**src/rtl/boot_readout_defs.svh**
```systemverilog
// offsets, field positions, reset values and timing counts of the readout block
// assumes a single 200 MHz clock; included by both design files
`ifndef BOOT_READOUT_DEFS_SVH
`define BOOT_READOUT_DEFS_SVH

// register offsets on the serial register port
`define REG_STATUS 8'h00
`define REG_DIE_TEMPERATURE 8'h01
`define REG_MAGNITUDE_LOW 8'h02
`define REG_MAGNITUDE_HIGH 8'h03
`define REG_SENSOR_CONFIG_TWO 8'h16
`define REG_SENSOR_CONFIG_FOUR 8'h18
`define REG_SENSOR_CONFIG_FIVE 8'h19
`define REG_IRQ_ENABLE 8'h20
`define REG_IRQ_ROUTE 8'h21

// field positions
`define STATUS_BOOT_DONE_BIT 0
`define STATUS_DATA_READY_BIT 7
`define CFG_TWO_BYTE_ORDER_BIT 0
`define CFG_FOUR_POLARITY_BIT 0
`define CFG_FOUR_DRIVER_BIT 1
`define CFG_FIVE_MAG_ENABLE_BIT 4
`define IRQ_ENABLE_BOOT_BIT 0
`define IRQ_ROUTE_BOOT_BIT 0

// reset values
`define SENSOR_CONFIG_TWO_RESET 8'h00
`define SENSOR_CONFIG_FOUR_RESET 8'h01
`define SENSOR_CONFIG_FIVE_RESET 8'h00
`define IRQ_ENABLE_RESET 8'h01
`define IRQ_ROUTE_RESET 8'h00
`define MAGNITUDE_RESET 12'h000
`define TEMPERATURE_RESET 8'h00

// timing: figures in their own unit, counts derived from the clock rate
`define CLK_MHZ 200
`define BOOT_TIME_US 500
`define BOOT_TIME_CYCLES (`BOOT_TIME_US * `CLK_MHZ)
`define BOOT_PULSE_SHORT_US 10
`define BOOT_PULSE_SHORT_CYCLES (`BOOT_PULSE_SHORT_US * `CLK_MHZ)
`define BOOT_PULSE_LONG_MS 1
`define BOOT_PULSE_LONG_CYCLES (`BOOT_PULSE_LONG_MS * 1000 * `CLK_MHZ)

// magnitude arithmetic
`define MAG_ROOT_BITS 12
`define MAG_SUM_BITS 24

`endif

```
**src/rtl/boot_readout_pkg.sv**
```systemverilog
// types shared by the readout block and its magnitude unit
// assumes nothing beyond a SystemVerilog compiler
package boot_readout_pkg;

  // boot sequencer states
  typedef enum logic [1:0]
  {
    boot_run = 2'b00,
    boot_pulse = 2'b01,
    boot_idle = 2'b10
  } boot_state_type;

  // magnitude unit states
  typedef enum logic [0:0]
  {
    mag_idle = 1'b0,
    mag_calc = 1'b1
  } mag_state_type;

endpackage

```
**src/rtl/vector_magnitude_unit.sv**
```systemverilog
// iterative 12-bit square root of the sum of squared axis samples
// assumes start only while busy is low; result holds until the next done
`include "boot_readout_defs.svh"

module vector_magnitude_unit
  import boot_readout_pkg::*;
(
  // clock and reset
  input wire logic mclk,
  input wire logic reset,
  // request
  input wire logic start,
  input wire logic signed [11:0] x_sample,
  input wire logic signed [11:0] y_sample,
  input wire logic signed [11:0] z_sample,
  // answer
  output logic busy,
  output logic done,
  output logic [11:0] vector_magnitude
);

  mag_state_type state_reg;
  logic [`MAG_SUM_BITS-1:0] sum_reg;
  logic [`MAG_ROOT_BITS-1:0] root_reg;
  logic [3:0] bit_reg;
  logic [`MAG_ROOT_BITS-1:0] trial;
  logic [`MAG_SUM_BITS-1:0] trial_square;

  // square of a signed axis sample, widened to the sum width
  function automatic logic [`MAG_SUM_BITS-1:0] axis_square(input logic signed [11:0] value);
    logic [11:0] mag;
    mag = value[11] ? 12'(-value) : 12'(value);
    // widen before the product so no upper bits are lost
    axis_square = `MAG_SUM_BITS'(mag) * `MAG_SUM_BITS'(mag);
  endfunction

  // one result bit per cycle keeps the multiplier small
  assign trial = root_reg | (`MAG_ROOT_BITS'(1) << bit_reg);
  assign trial_square = `MAG_SUM_BITS'(trial) * `MAG_SUM_BITS'(trial);
  assign busy = (state_reg == mag_calc);

  always_ff @(posedge mclk or posedge reset)
  begin
    if (reset)
    begin
      state_reg <= mag_idle;
      sum_reg <= '0;
      root_reg <= '0;
      bit_reg <= 4'h0;
      done <= 1'b0;
      vector_magnitude <= `MAGNITUDE_RESET;
    end
    else
    begin
      done <= 1'b0;
      case (state_reg)
        mag_idle:
        begin
          if (start)
          begin
            sum_reg <= axis_square(x_sample) + axis_square(y_sample) + axis_square(z_sample);
            root_reg <= '0;
            bit_reg <= 4'hb;
            state_reg <= mag_calc;
          end
        end
        mag_calc:
        begin
          if (trial_square <= sum_reg)
          begin
            root_reg <= trial;
          end
          if (bit_reg == 4'h0)
          begin
            vector_magnitude <= (trial_square <= sum_reg) ? trial : root_reg;
            done <= 1'b1;
            state_reg <= mag_idle;
          end
          else
          begin
            bit_reg <= bit_reg - 4'h1;
          end
        end
        default:
        begin
          state_reg <= mag_idle;
        end
      endcase
    end
  end

endmodule

```
**src/rtl/boot_temp_magnitude_readout.sv**
```systemverilog
// boot-complete flag and boot pulse, temperature result and vector magnitude result
// assumes a serial front end turning frames into one-cycle register strobes on mclk,
// and an acquisition path giving one sample strobe per output data rate cycle
`include "boot_readout_defs.svh"

module boot_temp_magnitude_readout
  import boot_readout_pkg::*;
#(
  parameter int BOOT_CYCLES = `BOOT_TIME_CYCLES,
  parameter int SHORT_PULSE_CYCLES = `BOOT_PULSE_SHORT_CYCLES,
  parameter int LONG_PULSE_CYCLES = `BOOT_PULSE_LONG_CYCLES
)
(
  // clock and power-on reset
  input wire logic mclk,
  input wire logic reset,
  // boot triggers besides power-on, one-cycle pulses on mclk
  input wire logic soft_reset,
  input wire logic hibernate_exit,
  // strap pin, asynchronous
  input wire logic boot_mode_strap,
  // register port strobes from the serial front end
  input wire logic reg_rd,
  input wire logic reg_wr,
  input wire logic [7:0] reg_addr,
  input wire logic [7:0] reg_wdata,
  output logic [7:0] reg_rdata,
  output logic reg_ack,
  output logic reg_refused,
  // one sample per output data rate cycle
  input wire logic sample_valid,
  input wire logic [7:0] temp_sample,
  input wire logic signed [11:0] x_sample,
  input wire logic signed [11:0] y_sample,
  input wire logic signed [11:0] z_sample,
  // interrupt pins, output and enable each
  output logic irq_pin_one_out,
  output logic irq_pin_one_oe,
  output logic irq_pin_two_out,
  output logic irq_pin_two_oe
);

  boot_state_type boot_state_reg;
  logic [31:0] boot_count_reg;
  logic boot_done_reg;
  logic strap_meta_reg;
  logic strap_sync_reg;
  logic pulse_active_reg;
  logic pulse_on_two_reg;
  logic pulse_high_reg;
  logic pulse_open_drain_reg;
  logic [7:0] sensor_config_two_reg;
  logic [7:0] sensor_config_four_reg;
  logic [7:0] sensor_config_five_reg;
  logic [7:0] irq_enable_reg;
  logic [7:0] irq_route_reg;
  logic [7:0] die_temperature_reg;
  logic [7:0] temp_pending_reg;
  logic mag_pending_reg;
  logic [11:0] magnitude_reg;
  logic data_ready_reg;
  logic boot_trigger;
  logic host_read;
  logic host_write;
  logic sample_take;
  logic mag_start;
  logic mag_busy;
  logic mag_done;
  logic [11:0] mag_result;
  logic result_latch;
  logic mag_read;

  // byte view of the magnitude at an offset, in the selected byte order
  function automatic logic [7:0] magnitude_byte(input logic [11:0] mag, input logic big_endian,
                                                input logic high_addr);
    if (big_endian)
    begin
      magnitude_byte = high_addr ? {mag[3:0], 4'h0} : mag[11:4];
    end
    else
    begin
      magnitude_byte = high_addr ? {4'h0, mag[11:8]} : mag[7:0];
    end
  endfunction

  // boot triggers other than power-on reset restart the sequence
  assign boot_trigger = soft_reset | hibernate_exit;

  assign host_read = reg_rd & boot_done_reg;
  assign host_write = reg_wr & ~reg_rd & boot_done_reg;

  assign mag_read = host_read & ((reg_addr == `REG_MAGNITUDE_LOW) | (reg_addr == `REG_MAGNITUDE_HIGH));

  // a sample arriving while the previous magnitude is still in work is dropped;
  // busy also covers a calculation orphaned by a boot trigger, whose result is stale
  assign sample_take = sample_valid & boot_done_reg & ~boot_trigger & ~mag_pending_reg & ~mag_busy;

  assign mag_start = sample_take & sensor_config_five_reg[`CFG_FIVE_MAG_ENABLE_BIT];

  // results land either at once or when the magnitude unit finishes
  assign result_latch = (sample_take & ~sensor_config_five_reg[`CFG_FIVE_MAG_ENABLE_BIT])
                      | (mag_pending_reg & mag_done);

  // strap synchroniser; only the second stage is read
  always_ff @(posedge mclk or posedge reset)
  begin
    if (reset)
    begin
      strap_meta_reg <= 1'b0;
      strap_sync_reg <= 1'b0;
    end
    else
    begin
      strap_meta_reg <= boot_mode_strap;
      strap_sync_reg <= strap_meta_reg;
    end
  end

  // boot sequencer: run, one pulse if strapped or the boot irq is enabled, then idle until the next trigger
  always_ff @(posedge mclk or posedge reset)
  begin
    if (reset)
    begin
      boot_state_reg <= boot_run;
      boot_count_reg <= 32'h0000_0000;
      boot_done_reg <= 1'b0;
      pulse_active_reg <= 1'b0;
      pulse_on_two_reg <= 1'b0;
      pulse_high_reg <= 1'b0;
      pulse_open_drain_reg <= 1'b0;
    end
    else if (boot_trigger)
    begin
      boot_state_reg <= boot_run;
      boot_count_reg <= 32'h0000_0000;
      boot_done_reg <= 1'b0;
      pulse_active_reg <= 1'b0;
    end
    else
    begin
      case (boot_state_reg)
        boot_run:
        begin
          if (boot_count_reg >= 32'(BOOT_CYCLES - 1))
          begin
            boot_done_reg <= 1'b1;
            boot_count_reg <= 32'h0000_0000;
            if (strap_sync_reg)
            begin
              boot_state_reg <= boot_pulse;
              pulse_active_reg <= 1'b1;
              pulse_on_two_reg <= 1'b1;
              pulse_high_reg <= 1'b0;
              pulse_open_drain_reg <= 1'b1;
            end
            else if (irq_enable_reg[`IRQ_ENABLE_BOOT_BIT])
            begin
              boot_state_reg <= boot_pulse;
              pulse_active_reg <= 1'b1;
              pulse_on_two_reg <= irq_route_reg[`IRQ_ROUTE_BOOT_BIT];
              pulse_high_reg <= sensor_config_four_reg[`CFG_FOUR_POLARITY_BIT];
              pulse_open_drain_reg <= sensor_config_four_reg[`CFG_FOUR_DRIVER_BIT];
            end
            else
            begin
              boot_state_reg <= boot_idle;
            end
          end
          else
          begin
            boot_count_reg <= boot_count_reg + 32'h0000_0001;
          end
        end
        boot_pulse:
        begin
          if ((pulse_on_two_reg & pulse_open_drain_reg & ~pulse_high_reg & strap_sync_reg)
              ? (boot_count_reg >= 32'(LONG_PULSE_CYCLES - 1))
              : (boot_count_reg >= 32'(SHORT_PULSE_CYCLES - 1)))
          begin
            pulse_active_reg <= 1'b0;
            boot_state_reg <= boot_idle;
          end
          else
          begin
            boot_count_reg <= boot_count_reg + 32'h0000_0001;
          end
        end
        boot_idle:
        begin
          pulse_active_reg <= 1'b0;
        end
        default:
        begin
          boot_state_reg <= boot_idle;
          pulse_active_reg <= 1'b0;
        end
      endcase
    end
  end

  // pin drivers; open drain only ever pulls low, the pull-up lives outside
  always_ff @(posedge mclk or posedge reset)
  begin
    if (reset)
    begin
      irq_pin_one_out <= 1'b0;
      irq_pin_one_oe <= 1'b0;
      irq_pin_two_out <= 1'b0;
      irq_pin_two_oe <= 1'b0;
    end
    else
    begin
      if (pulse_open_drain_reg)
      begin
        irq_pin_one_out <= 1'b0;
        irq_pin_one_oe <= pulse_active_reg & ~pulse_on_two_reg;
        irq_pin_two_out <= 1'b0;
        irq_pin_two_oe <= pulse_active_reg & pulse_on_two_reg;
      end
      else
      begin
        irq_pin_one_out <= (pulse_active_reg & ~pulse_on_two_reg) ? pulse_high_reg : ~pulse_high_reg;
        irq_pin_one_oe <= boot_done_reg;
        irq_pin_two_out <= (pulse_active_reg & pulse_on_two_reg) ? pulse_high_reg : ~pulse_high_reg;
        irq_pin_two_oe <= boot_done_reg;
      end
    end
  end

  // settings kept across soft reset; power-on and hibernate exit restore them
  always_ff @(posedge mclk or posedge reset)
  begin
    if (reset)
    begin
      sensor_config_four_reg <= `SENSOR_CONFIG_FOUR_RESET;
      irq_route_reg <= `IRQ_ROUTE_RESET;
    end
    else if (hibernate_exit)
    begin
      sensor_config_four_reg <= `SENSOR_CONFIG_FOUR_RESET;
      irq_route_reg <= `IRQ_ROUTE_RESET;
    end
    else if (host_write)
    begin
      if (reg_addr == `REG_SENSOR_CONFIG_FOUR)
      begin
        sensor_config_four_reg <= reg_wdata;
      end
      if (reg_addr == `REG_IRQ_ROUTE)
      begin
        irq_route_reg <= reg_wdata;
      end
    end
  end

  // settings that any boot trigger restores
  always_ff @(posedge mclk or posedge reset)
  begin
    if (reset)
    begin
      sensor_config_two_reg <= `SENSOR_CONFIG_TWO_RESET;
      sensor_config_five_reg <= `SENSOR_CONFIG_FIVE_RESET;
      irq_enable_reg <= `IRQ_ENABLE_RESET;
    end
    else if (boot_trigger)
    begin
      sensor_config_two_reg <= `SENSOR_CONFIG_TWO_RESET;
      sensor_config_five_reg <= `SENSOR_CONFIG_FIVE_RESET;
      irq_enable_reg <= `IRQ_ENABLE_RESET;
    end
    else if (host_write)
    begin
      if (reg_addr == `REG_SENSOR_CONFIG_TWO)
      begin
        sensor_config_two_reg <= reg_wdata;
      end
      if (reg_addr == `REG_SENSOR_CONFIG_FIVE)
      begin
        sensor_config_five_reg <= reg_wdata;
      end
      if (reg_addr == `REG_IRQ_ENABLE)
      begin
        irq_enable_reg <= reg_wdata;
      end
    end
  end

  vector_magnitude_unit magnitude_unit
  (
    .mclk(mclk),
    .reset(reset),
    .start(mag_start),
    .x_sample(x_sample),
    .y_sample(y_sample),
    .z_sample(z_sample),
    .busy(mag_busy),
    .done(mag_done),
    .vector_magnitude(mag_result)
  );

  // result registers: temperature waits for the magnitude so both land together
  always_ff @(posedge mclk or posedge reset)
  begin
    if (reset)
    begin
      die_temperature_reg <= `TEMPERATURE_RESET;
      temp_pending_reg <= `TEMPERATURE_RESET;
      mag_pending_reg <= 1'b0;
      magnitude_reg <= `MAGNITUDE_RESET;
    end
    else if (boot_trigger)
    begin
      magnitude_reg <= `MAGNITUDE_RESET;
      mag_pending_reg <= 1'b0;
    end
    else
    begin
      if (mag_start)
      begin
        temp_pending_reg <= temp_sample;
        mag_pending_reg <= 1'b1;
      end
      else if (mag_pending_reg & mag_done)
      begin
        mag_pending_reg <= 1'b0;
      end
      if (result_latch)
      begin
        die_temperature_reg <= mag_pending_reg ? temp_pending_reg : temp_sample;
        if (mag_pending_reg)
        begin
          magnitude_reg <= mag_result;
        end
      end
    end
  end

  // data-ready flag; a new result in the same cycle as a clearing read wins
  always_ff @(posedge mclk or posedge reset)
  begin
    if (reset)
    begin
      data_ready_reg <= 1'b0;
    end
    else if (boot_trigger)
    begin
      data_ready_reg <= 1'b0;
    end
    else if (result_latch)
    begin
      data_ready_reg <= 1'b1;
    end
    else if (mag_read)
    begin
      data_ready_reg <= 1'b0;
    end
  end

  // register port answer, one cycle after the strobe
  always_ff @(posedge mclk or posedge reset)
  begin
    if (reset)
    begin
      reg_rdata <= 8'h00;
      reg_ack <= 1'b0;
      reg_refused <= 1'b0;
    end
    else
    begin
      reg_ack <= host_read | host_write;
      reg_refused <= (reg_rd | reg_wr) & ~boot_done_reg;
      if (host_read)
      begin
        case (reg_addr)
          `REG_STATUS:
          begin
            reg_rdata <= {data_ready_reg, 6'h00, boot_done_reg};
          end
          `REG_DIE_TEMPERATURE:
          begin
            reg_rdata <= die_temperature_reg;
          end
          `REG_MAGNITUDE_LOW:
          begin
            reg_rdata <= magnitude_byte(magnitude_reg, sensor_config_two_reg[`CFG_TWO_BYTE_ORDER_BIT], 1'b0);
          end
          `REG_MAGNITUDE_HIGH:
          begin
            reg_rdata <= magnitude_byte(magnitude_reg, sensor_config_two_reg[`CFG_TWO_BYTE_ORDER_BIT], 1'b1);
          end
          `REG_SENSOR_CONFIG_TWO:
          begin
            reg_rdata <= sensor_config_two_reg;
          end
          `REG_SENSOR_CONFIG_FOUR:
          begin
            reg_rdata <= sensor_config_four_reg;
          end
          `REG_SENSOR_CONFIG_FIVE:
          begin
            reg_rdata <= sensor_config_five_reg;
          end
          `REG_IRQ_ENABLE:
          begin
            reg_rdata <= irq_enable_reg;
          end
          `REG_IRQ_ROUTE:
          begin
            reg_rdata <= irq_route_reg;
          end
          default:
          begin
            // unmapped offsets read as zero
            reg_rdata <= 8'h00;
          end
        endcase
      end
      else
      begin
        reg_rdata <= 8'h00;
      end
    end
  end

endmodule

```
**config.mk**
```make
export PLATFORM = sky130hd
export DESIGN_NAME = boot_temp_magnitude_readout
export DESIGN_NICKNAME = d
export VERILOG_FILES = /design/src/rtl/boot_readout_pkg.sv /design/src/rtl/vector_magnitude_unit.sv /design/src/rtl/boot_temp_magnitude_readout.sv
export VERILOG_INCLUDE_DIRS = /design/src /design/src/rtl
export SDC_FILE = /design/constraint.sdc
export NUM_CORES = 1
export LEC_CHECK = 0
export BUFFER_PORTS_ARGS = -buffer_cell sky130_fd_sc_hd__buf_2
export CAP_MARGIN = 20
export CORE_MARGIN = 3
export CORE_UTILIZATION = 30
export DETAILED_ROUTE_END_ITERATION = 10
export PLACE_DENSITY_LB_ADDON = 0.1
export SYNTH_ARGS = -nofsm -noshare
export SYNTH_HDL_FRONTEND = slang
export SYNTH_SLANG_ARGS = --single-unit
export TNS_END_PERCENT = 30
```
**constraint.sdc**
```tcl
create_clock -name mclk -period 23.6 [get_ports mclk]
set_clock_uncertainty 0.2 [all_clocks]
set_input_delay 3.54 -clock mclk [delete_from_list [all_inputs] [get_ports mclk]]
set_output_delay 3.54 -clock mclk [all_outputs]
set_load 0.02 [all_outputs]
```
==> impl_metrics.env, run 1 <==
export IMPL_max_clock_path_buffers=2
export IMPL_dieWidth_um=294
export IMPL_instances_no_fill=3856
export IMPL_synth_top_cell_by_area="fa_1"
export IMPL_sequential_cell_area_um2=4480
export IMPL_total_negative_slack_for_setup_checks_ns=0
export IMPL_place_inst=3824
export IMPL_postCtsResizedCells=0
export IMPL_multi_input_area_um2=17600
export IMPL_hold_viol=0
export IMPL_yosys_register_bits=179
export IMPL_post_route_min_period_ns=12.16
export IMPL_timing_critical_path_required_ns=23.72
export IMPL_largest_stage_delay_on_the_critical_path_ns=0.58
export IMPL_antenna_found_initial=0
export IMPL_layout_drive_gt1_share_pct=6.55
export IMPL_max_cap_violations=0
export IMPL_run_status="finished clean"
export IMPL_dp_hpwl_um=56400
export IMPL_insertion_delay_ns=0.47
export IMPL_worst_path_most_repeated_cell="fa_1"
export IMPL_clockRootBuffer="clkbuf_16"
export IMPL_worstPathArrival_ns=12.28
export IMPL_grt_pass1_wl_um=109000
export IMPL_synth_edff_count=0
export IMPL_placementRows=104
export IMPL_synth_yosys_warnings=0
export IMPL_final_max_slew_violation_count=0
export IMPL_totalWireLength_um=66400
export IMPL_design_core_area_um2=81300
export IMPL_design_die_area_um2=86300
export IMPL_port_buffers=81
export IMPL_num_fill_cells=8527
export IMPL_post_synth_instance_area_um2=24800
export IMPL_drt_initial_drc_count=691
export IMPL_placement_setup_worst_slack_ns=10.97
export IMPL_final_setup_viol_count=0
export IMPL_synth_top_flop_cell="dfrtp_1"
export IMPL_maxSlewHeadroom_pct=26.0
export IMPL_final_nets=3486
export IMPL_grt_pass1_vias=19400
export IMPL_antennaDiodeCount=0
export IMPL_grt_setup_unrepaired="false"
export IMPL_cp_end_kind="register"
export IMPL_post_syn_instances=2696
export IMPL_pin_count_of_the_biggest_net_entering_global_routing=71
export IMPL_design_portCount=82
export IMPL_routed_wire_length_per_instance_um=17.2
export IMPL_synth_async_sr_flop_share_pct=100
export IMPL_vias=17500
export IMPL_fmaxAchievable_mhz=82.2
export IMPL_firstDrtPassIters=5
export IMPL_total_cts_buffers=17
export IMPL_grt_remaining_overflow=0
export IMPL_synth_avg_cell_area_um2=9.21
export IMPL_ant_nets=0
export IMPL_layout_worst_path_cycle_share_pct=51.5
export IMPL_cts_reportedPaths_clkPinSlew_ns=0.08
export IMPL_die_y_um=294
export IMPL_post_synth_main_area_contributors="fa_1 (32%), dfrtp_1 (18%), ha_1 (12%), inv_1 (10%), nor2_1 (3.7%)"
export IMPL_synth_yosys_seq_area_share_pct=18.0
export IMPL_final_setup_worst_slack_ns=11.44
export IMPL_avgViaCountPerCell=4.53
export IMPL_tightestPinTransition_ns=1.10
export IMPL_timing_worst_setup_path_type="in -> reg"
export IMPL_htree_levels=4
export IMPL_min_path_type="reg -> reg"
export IMPL_setup_worst_path_start_class="input pin"
export IMPL_post_route_drc_count=0
export IMPL_timing_critical_path_fanout_max=9
export IMPL_post_cts_buffers=0
export IMPL_layout_core_utilization_pct=33.5
export IMPL_largest_register_ff_count=32
export IMPL_synth_top_area_share_pct=32.5
export IMPL_routabilityCongestion=0.868
export IMPL_globalRouteTotalUtil_pct=16.1
export IMPL_cts_tree="built"
export IMPL_initial_utilization_pct=30.5
export IMPL_critical_path_slowest_cell="fa_1"
export IMPL_cts_num_sinks=179
export IMPL_netlist_cell_type_count=83
export IMPL_hold_buffers=0
export IMPL_area_growth_syn_to_layout_pct=9.54
cell type report:
type	count	share of cell area [%]
inverter	687	9.50
sequential	179	16.5
clock buffer	17	1.56
clock inverter	15	0.694
multi-input combinational	1796	64.8
timing repair buffer	102	2.07
tap	1060	4.87
final timing paths:
kind	from	to	slack, ns	depth (start not counted)
setup / recovery	y_sample[0]	magnitude_unit.sum_reg[22]	11.44	30
hold / removal	strap_meta_reg	strap_sync_reg	0.15	0
setup reg to reg	magnitude_unit.bit_reg[0]	magnitude_unit.root_reg[1]	14.77	32
hold reg to reg	strap_meta_reg	strap_sync_reg	0.15	0
max in group asynchronous	reset	magnitude_unit.root_reg[1]	18.96	3
min in group asynchronous	reset	strap_meta_reg	2.92	2
worst max-delay path: cells and delay by family:
| family | cells | cell delay, ns |
|---|---|---|
| buffers and inverters | 9 | 1.32 |
| AO/OA/AOI/OAI | 6 | 1.43 |
| adder cells (fa/ha/maj) | 10 | 4.74 |
| XOR/XNOR | 2 | 0.59 |
| AND/OR/NAND/NOR | 3 | 0.64 |
cells in the mapped netlist, types with 25 or more instances:
library cell,number
a21o_1,25
a21oi_1,91
clkbuf_1,42
dfrtp_1,177
fa_1,403
ha_1,232
inv_1,676
mux2i_1,56
nand2_1,236
nand3_1,44
nor2_1,246
o21ai_0,57
xnor2_1,67
xor2_1,36
logic make-up after synthesis:
family	share of synthesized area, %
other	0.0302
adders and majority gates	44.2
DFF	18.0
buffers and inverters	11.3
and+or+nand+nor	12.7
AOI/OAI and AO/OA	7.14
xor gates and xnor gates	3.70
muxes	2.94
cells in the final DEF, fill, tap and decap left out, types with 8 or more instances in the layout:
| cell | netlist | routed |
|---|---|---|
| and3_1 | 14 | 14 |
| dfrtp_1 | 177 | 177 |
| nand2_1 | 236 | 236 |
| nand3_1 | 44 | 43 |
| buf_4 | 0 | 21 |
| nor2_1 | 246 | 246 |
| buf_2 | 8 | 81 |
| nand4_1 | 9 | 9 |
| xnor2_1 | 67 | 67 |
| clkbuf_16 | 0 | 17 |
| o21a_1 | 8 | 8 |
| a221oi_1 | 8 | 8 |
| nor3_1 | 16 | 16 |
| ha_1 | 232 | 232 |
| conb_1 | 2 | 24 |
| o31ai_1 | 14 | 14 |
| nor2b_1 | 15 | 15 |
| and2_1 | 24 | 24 |
| a32o_1 | 11 | 11 |
| xor2_1 | 36 | 36 |
| mux2i_1 | 56 | 56 |
| fa_1 | 403 | 403 |
| a21oi_1 | 91 | 91 |
| nand2b_1 | 17 | 17 |
| a21o_1 | 25 | 25 |
| o21ai_0 | 57 | 57 |
| mux2_2 | 15 | 15 |
| inv_1 | 676 | 675 |
layer usage:
metal / share of wire (%) / GRT usage (%)
met5: 0 / 0
met4: 2.0 / 3.85
met3: 1.7 / 1.31
met2: 49 / 27.8
met1: 47 / 22.1
per-stage QoR:
step	hold slack, ns	cell area [um^2]
2_1_floorplan	0.131	24900
3_3_place_gp	0.137	26600
3_5_place_dp	0.136	26600
4_1_cts	0.154	27200
5_1_grt	0.158	27200
6_report	0.154	27200
Power of run 1 is not shown: default switching activity piles up to over one toggle a cycle in this logic, so the estimate is an artifact.
==> run 2: changes to the inputs <==
Settings changed: ABC_AREA from default to 1.
Clock period 23.6 ns to 10.7 ns, I/O delays scaled along.
==> run 2 against run 1 <==
Compared with the run above:
- global-route usage up 0.053 points
- critical path type unchanged
- routed wire length up 4.1%
- clock-buffer cell count stayed put
- die area up 4.9%
- worst setup slack got worse by 10 ns
- via count increased by 13%
- critical path depth increased by 1
- sequential cell count unchanged
- largest cell class unchanged
- cell count rose by 16%
- non-clock buffer count grew 7
==> impl_metrics.env, run 2 <==
export IMPL_run_status="finished clean"
export IMPL_final_cell_mix="inv_1 (883), nand2_1 (563), fa_1 (403)"
export IMPL_post_synth_most_frequent_cells="inv_1 (884), nand2_1 (564), fa_1 (403)"
export IMPL_synth_mux_area_fraction_pct=0.0864
export IMPL_ant_nets=0
export IMPL_yosys_register_bits=179
export IMPL_design_portCount=82
export IMPL_firstDrtPassIters=5
export IMPL_totalWireLength_um=69100
export IMPL_port_buffers=81
export IMPL_netlist_cell_type_count=60
export IMPL_antennaDiodeCount=0
export IMPL_synth_async_sr_flop_share_pct=100
export IMPL_die_y_um=301
export IMPL_post_cts_buffers=0
export IMPL_synth_yosys_seq_area_share_pct=17.2
export IMPL_tightestPinTransition_ns=0.994
export IMPL_final_max_slew_violation_count=0
export IMPL_routabilityCongestion=0.844
export IMPL_maxSlewHeadroom_pct=33.7
export IMPL_total_cts_buffers=17
export IMPL_antenna_found_initial=0
export IMPL_drt_initial_drc_count=1007
export IMPL_timing_worst_setup_path_type="in -> reg"
export IMPL_insertion_delay_ns=0.48
export IMPL_dominant_combinational_cell_family_by_area_after_synthesis="adder cells"
export IMPL_vias=19700
export IMPL_area_growth_syn_to_layout_pct=9.62
export IMPL_postCtsResizedCells=0
export IMPL_num_fill_cells=9307
export IMPL_largest_stage_delay_on_the_critical_path_ns=0.55
export IMPL_synth_edff_count=0
export IMPL_grt_pass1_vias=20800
export IMPL_synthSimpleGateAreaFrac_pct=17.1
export IMPL_post_synth_main_area_contributors="fa_1 (31%), dfrtp_1 (17%), inv_1 (13%), ha_1 (11%), nand2_1 (8.1%)"
export IMPL_design_core_area_um2=85700
export IMPL_min_path_type="reg -> reg"
export IMPL_hold_buffers=0
export IMPL_post_route_min_period_ns=9.54
export IMPL_dp_hpwl_um=59300
export IMPL_total_negative_slack_for_setup_checks_ns=0
export IMPL_pin_count_of_the_biggest_net_entering_global_routing=107
export IMPL_final_nets=4038
export IMPL_avgViaCountPerCell=4.39
export IMPL_timing_critical_path_required_ns=10.83
export IMPL_fmaxAchievable_mhz=105
export IMPL_cts_num_sinks=179
export IMPL_final_common_cell="inv_1"
export IMPL_htree_levels=4
export IMPL_synth_most_common_cell="inv_1"
export IMPL_largest_register_ff_count=32
export IMPL_synth_top_area_share_pct=30.9
export IMPL_layout_worst_path_cycle_share_pct=89.2
export IMPL_cts_tree="built"
export IMPL_synthesized_area_fraction_occupied_by_ao_oa_aoi_and_oai_cells_pct=7.24
export IMPL_globalRouteTotalUtil_pct=16.2
export IMPL_cp_end_kind="register"
export IMPL_design_die_area_um2=90500
export IMPL_worstPathArrival_ns=9.66
export IMPL_worst_path_most_repeated_cell="fa_1"
export IMPL_hold_viol=0
export IMPL_initial_utilization_pct=30.4
export IMPL_setup_worst_path_start_class="input pin"
export IMPL_max_clock_path_buffers=2
export IMPL_post_synth_instance_area_um2=26100
export IMPL_final_setup_viol_count=0
export IMPL_synth_yosys_warnings=0
export IMPL_grt_remaining_overflow=0
export IMPL_synth_avg_cell_area_um2=8.06
export IMPL_max_cap_violations=0
export IMPL_cts_reportedPaths_clkPinSlew_ns=0.08
export IMPL_routed_wire_length_per_instance_um=15.4
export IMPL_critical_path_slowest_cell="fa_1"
export IMPL_synth_top_flop_cell="dfrtp_1"
export IMPL_grt_pass1_wl_um=116000
export IMPL_dieWidth_um=301
export IMPL_placementRows=107
export IMPL_synth_top_cell_by_area="fa_1"
export IMPL_post_syn_instances=3237
export IMPL_timing_critical_path_fanout_max=9
export IMPL_yosys_area_share_xor_xnor_pct=2.25
export IMPL_layout_drive_gt1_share_pct=6.42
export IMPL_clockRootBuffer="clkbuf_16"
export IMPL_post_route_drc_count=0
export IMPL_post_synth_fa_ha_maj_area_fraction_pct=42.1
export IMPL_grt_setup_unrepaired="false"
-- run 2: changes by cell type in the layout (fill, tap and decap cells not counted), moves of 15 or more --
cell	before	now
inv_1	675	883
o21ai_1	3	28
o21ai_0	57	140
mux2i_1	56	0
nand2_1	236	563
a21oi_1	91	109
and2_1	24	3
nand2b_1	17	0
xnor2_1	67	23
nand3_1	43	133
a21o_1	25	7
nor2b_1	15	0
-- run 2: cell type report --
| type | instances | area (um^2) | share of cell area [%] |
|---|---|---|---|
| multi-input cells | 2123 | 18000 | 63.0 |
| flip-flops and latches | 179 | 4480 | 15.7 |
| inverters | 905 | 3410 | 11.9 |
| well taps | 1144 | 1430 | 5.01 |
| repair buffers | 109 | 636 | 2.22 |
| clock buffers | 17 | 425 | 1.49 |
| clock inverters | 15 | 189 | 0.661 |
-- run 2: metrics by stage --
step,setup slack [ns],std cells,hold WS (ns),utilization [%],area (um^2)
2_1_floorplan,1.94,3259,0.131,-,26200
6_report,1.16,4492,0.154,33.4,28600
5_1_grt,0.632,4492,0.164,33.4,28600
4_1_cts,1.26,4490,0.158,33.3,28600
3_3_place_gp,0.728,4458,0.134,32.6,27900
3_5_place_dp,0.771,4458,0.141,32.6,27900
-- run 2: cells by family after synthesis --
| group | Yosys count |
|---|---|
| AND/OR/NAND/NOR | 1055 |
| buffers and inverters | 957 |
| adder cells (fa/ha/maj) | 635 |
| AO/OA/AOI/OAI | 344 |
| flip-flops | 179 |
| XOR/XNOR | 63 |
| other | 2 |
| multiplexers | 2 |
-- run 2: worst paths after layout --
path	slack (ns)	endpoint	cells past startpoint	start
setup / recovery	1.16	magnitude_unit.sum_reg[20]	31	z_sample[0]
hold / removal	0.15	strap_sync_reg	0	strap_meta_reg
setup reg to reg	2.46	magnitude_unit.vector_magnitude[4]	31	magnitude_unit.bit_reg[3]
hold reg to reg	0.15	strap_sync_reg	0	strap_meta_reg
max in group asynchronous	7.73	temp_pending_reg[2]	3	reset
min in group asynchronous	1.07	irq_pin_one_oe	2	reset
-- run 2: critical path: cells and delay by family --
kind | cells | cell delay (ns)
adder cells (fa/ha/maj) | 10 | 4.66
AND/OR/NAND/NOR | 12 | 2.05
AO/OA/AOI/OAI | 2 | 0.32
buffers and inverters | 7 | 0.99
-- run 2: metal layers --
layer / GRT usage, % / part of all wire, %
met1: 23.3 / 49
met2: 27.0 / 47
met3: 1.62 / 2.6
met4: 2.19 / 0.71
met5: 0 / 0
Power of run 2 is left out for the same reason.
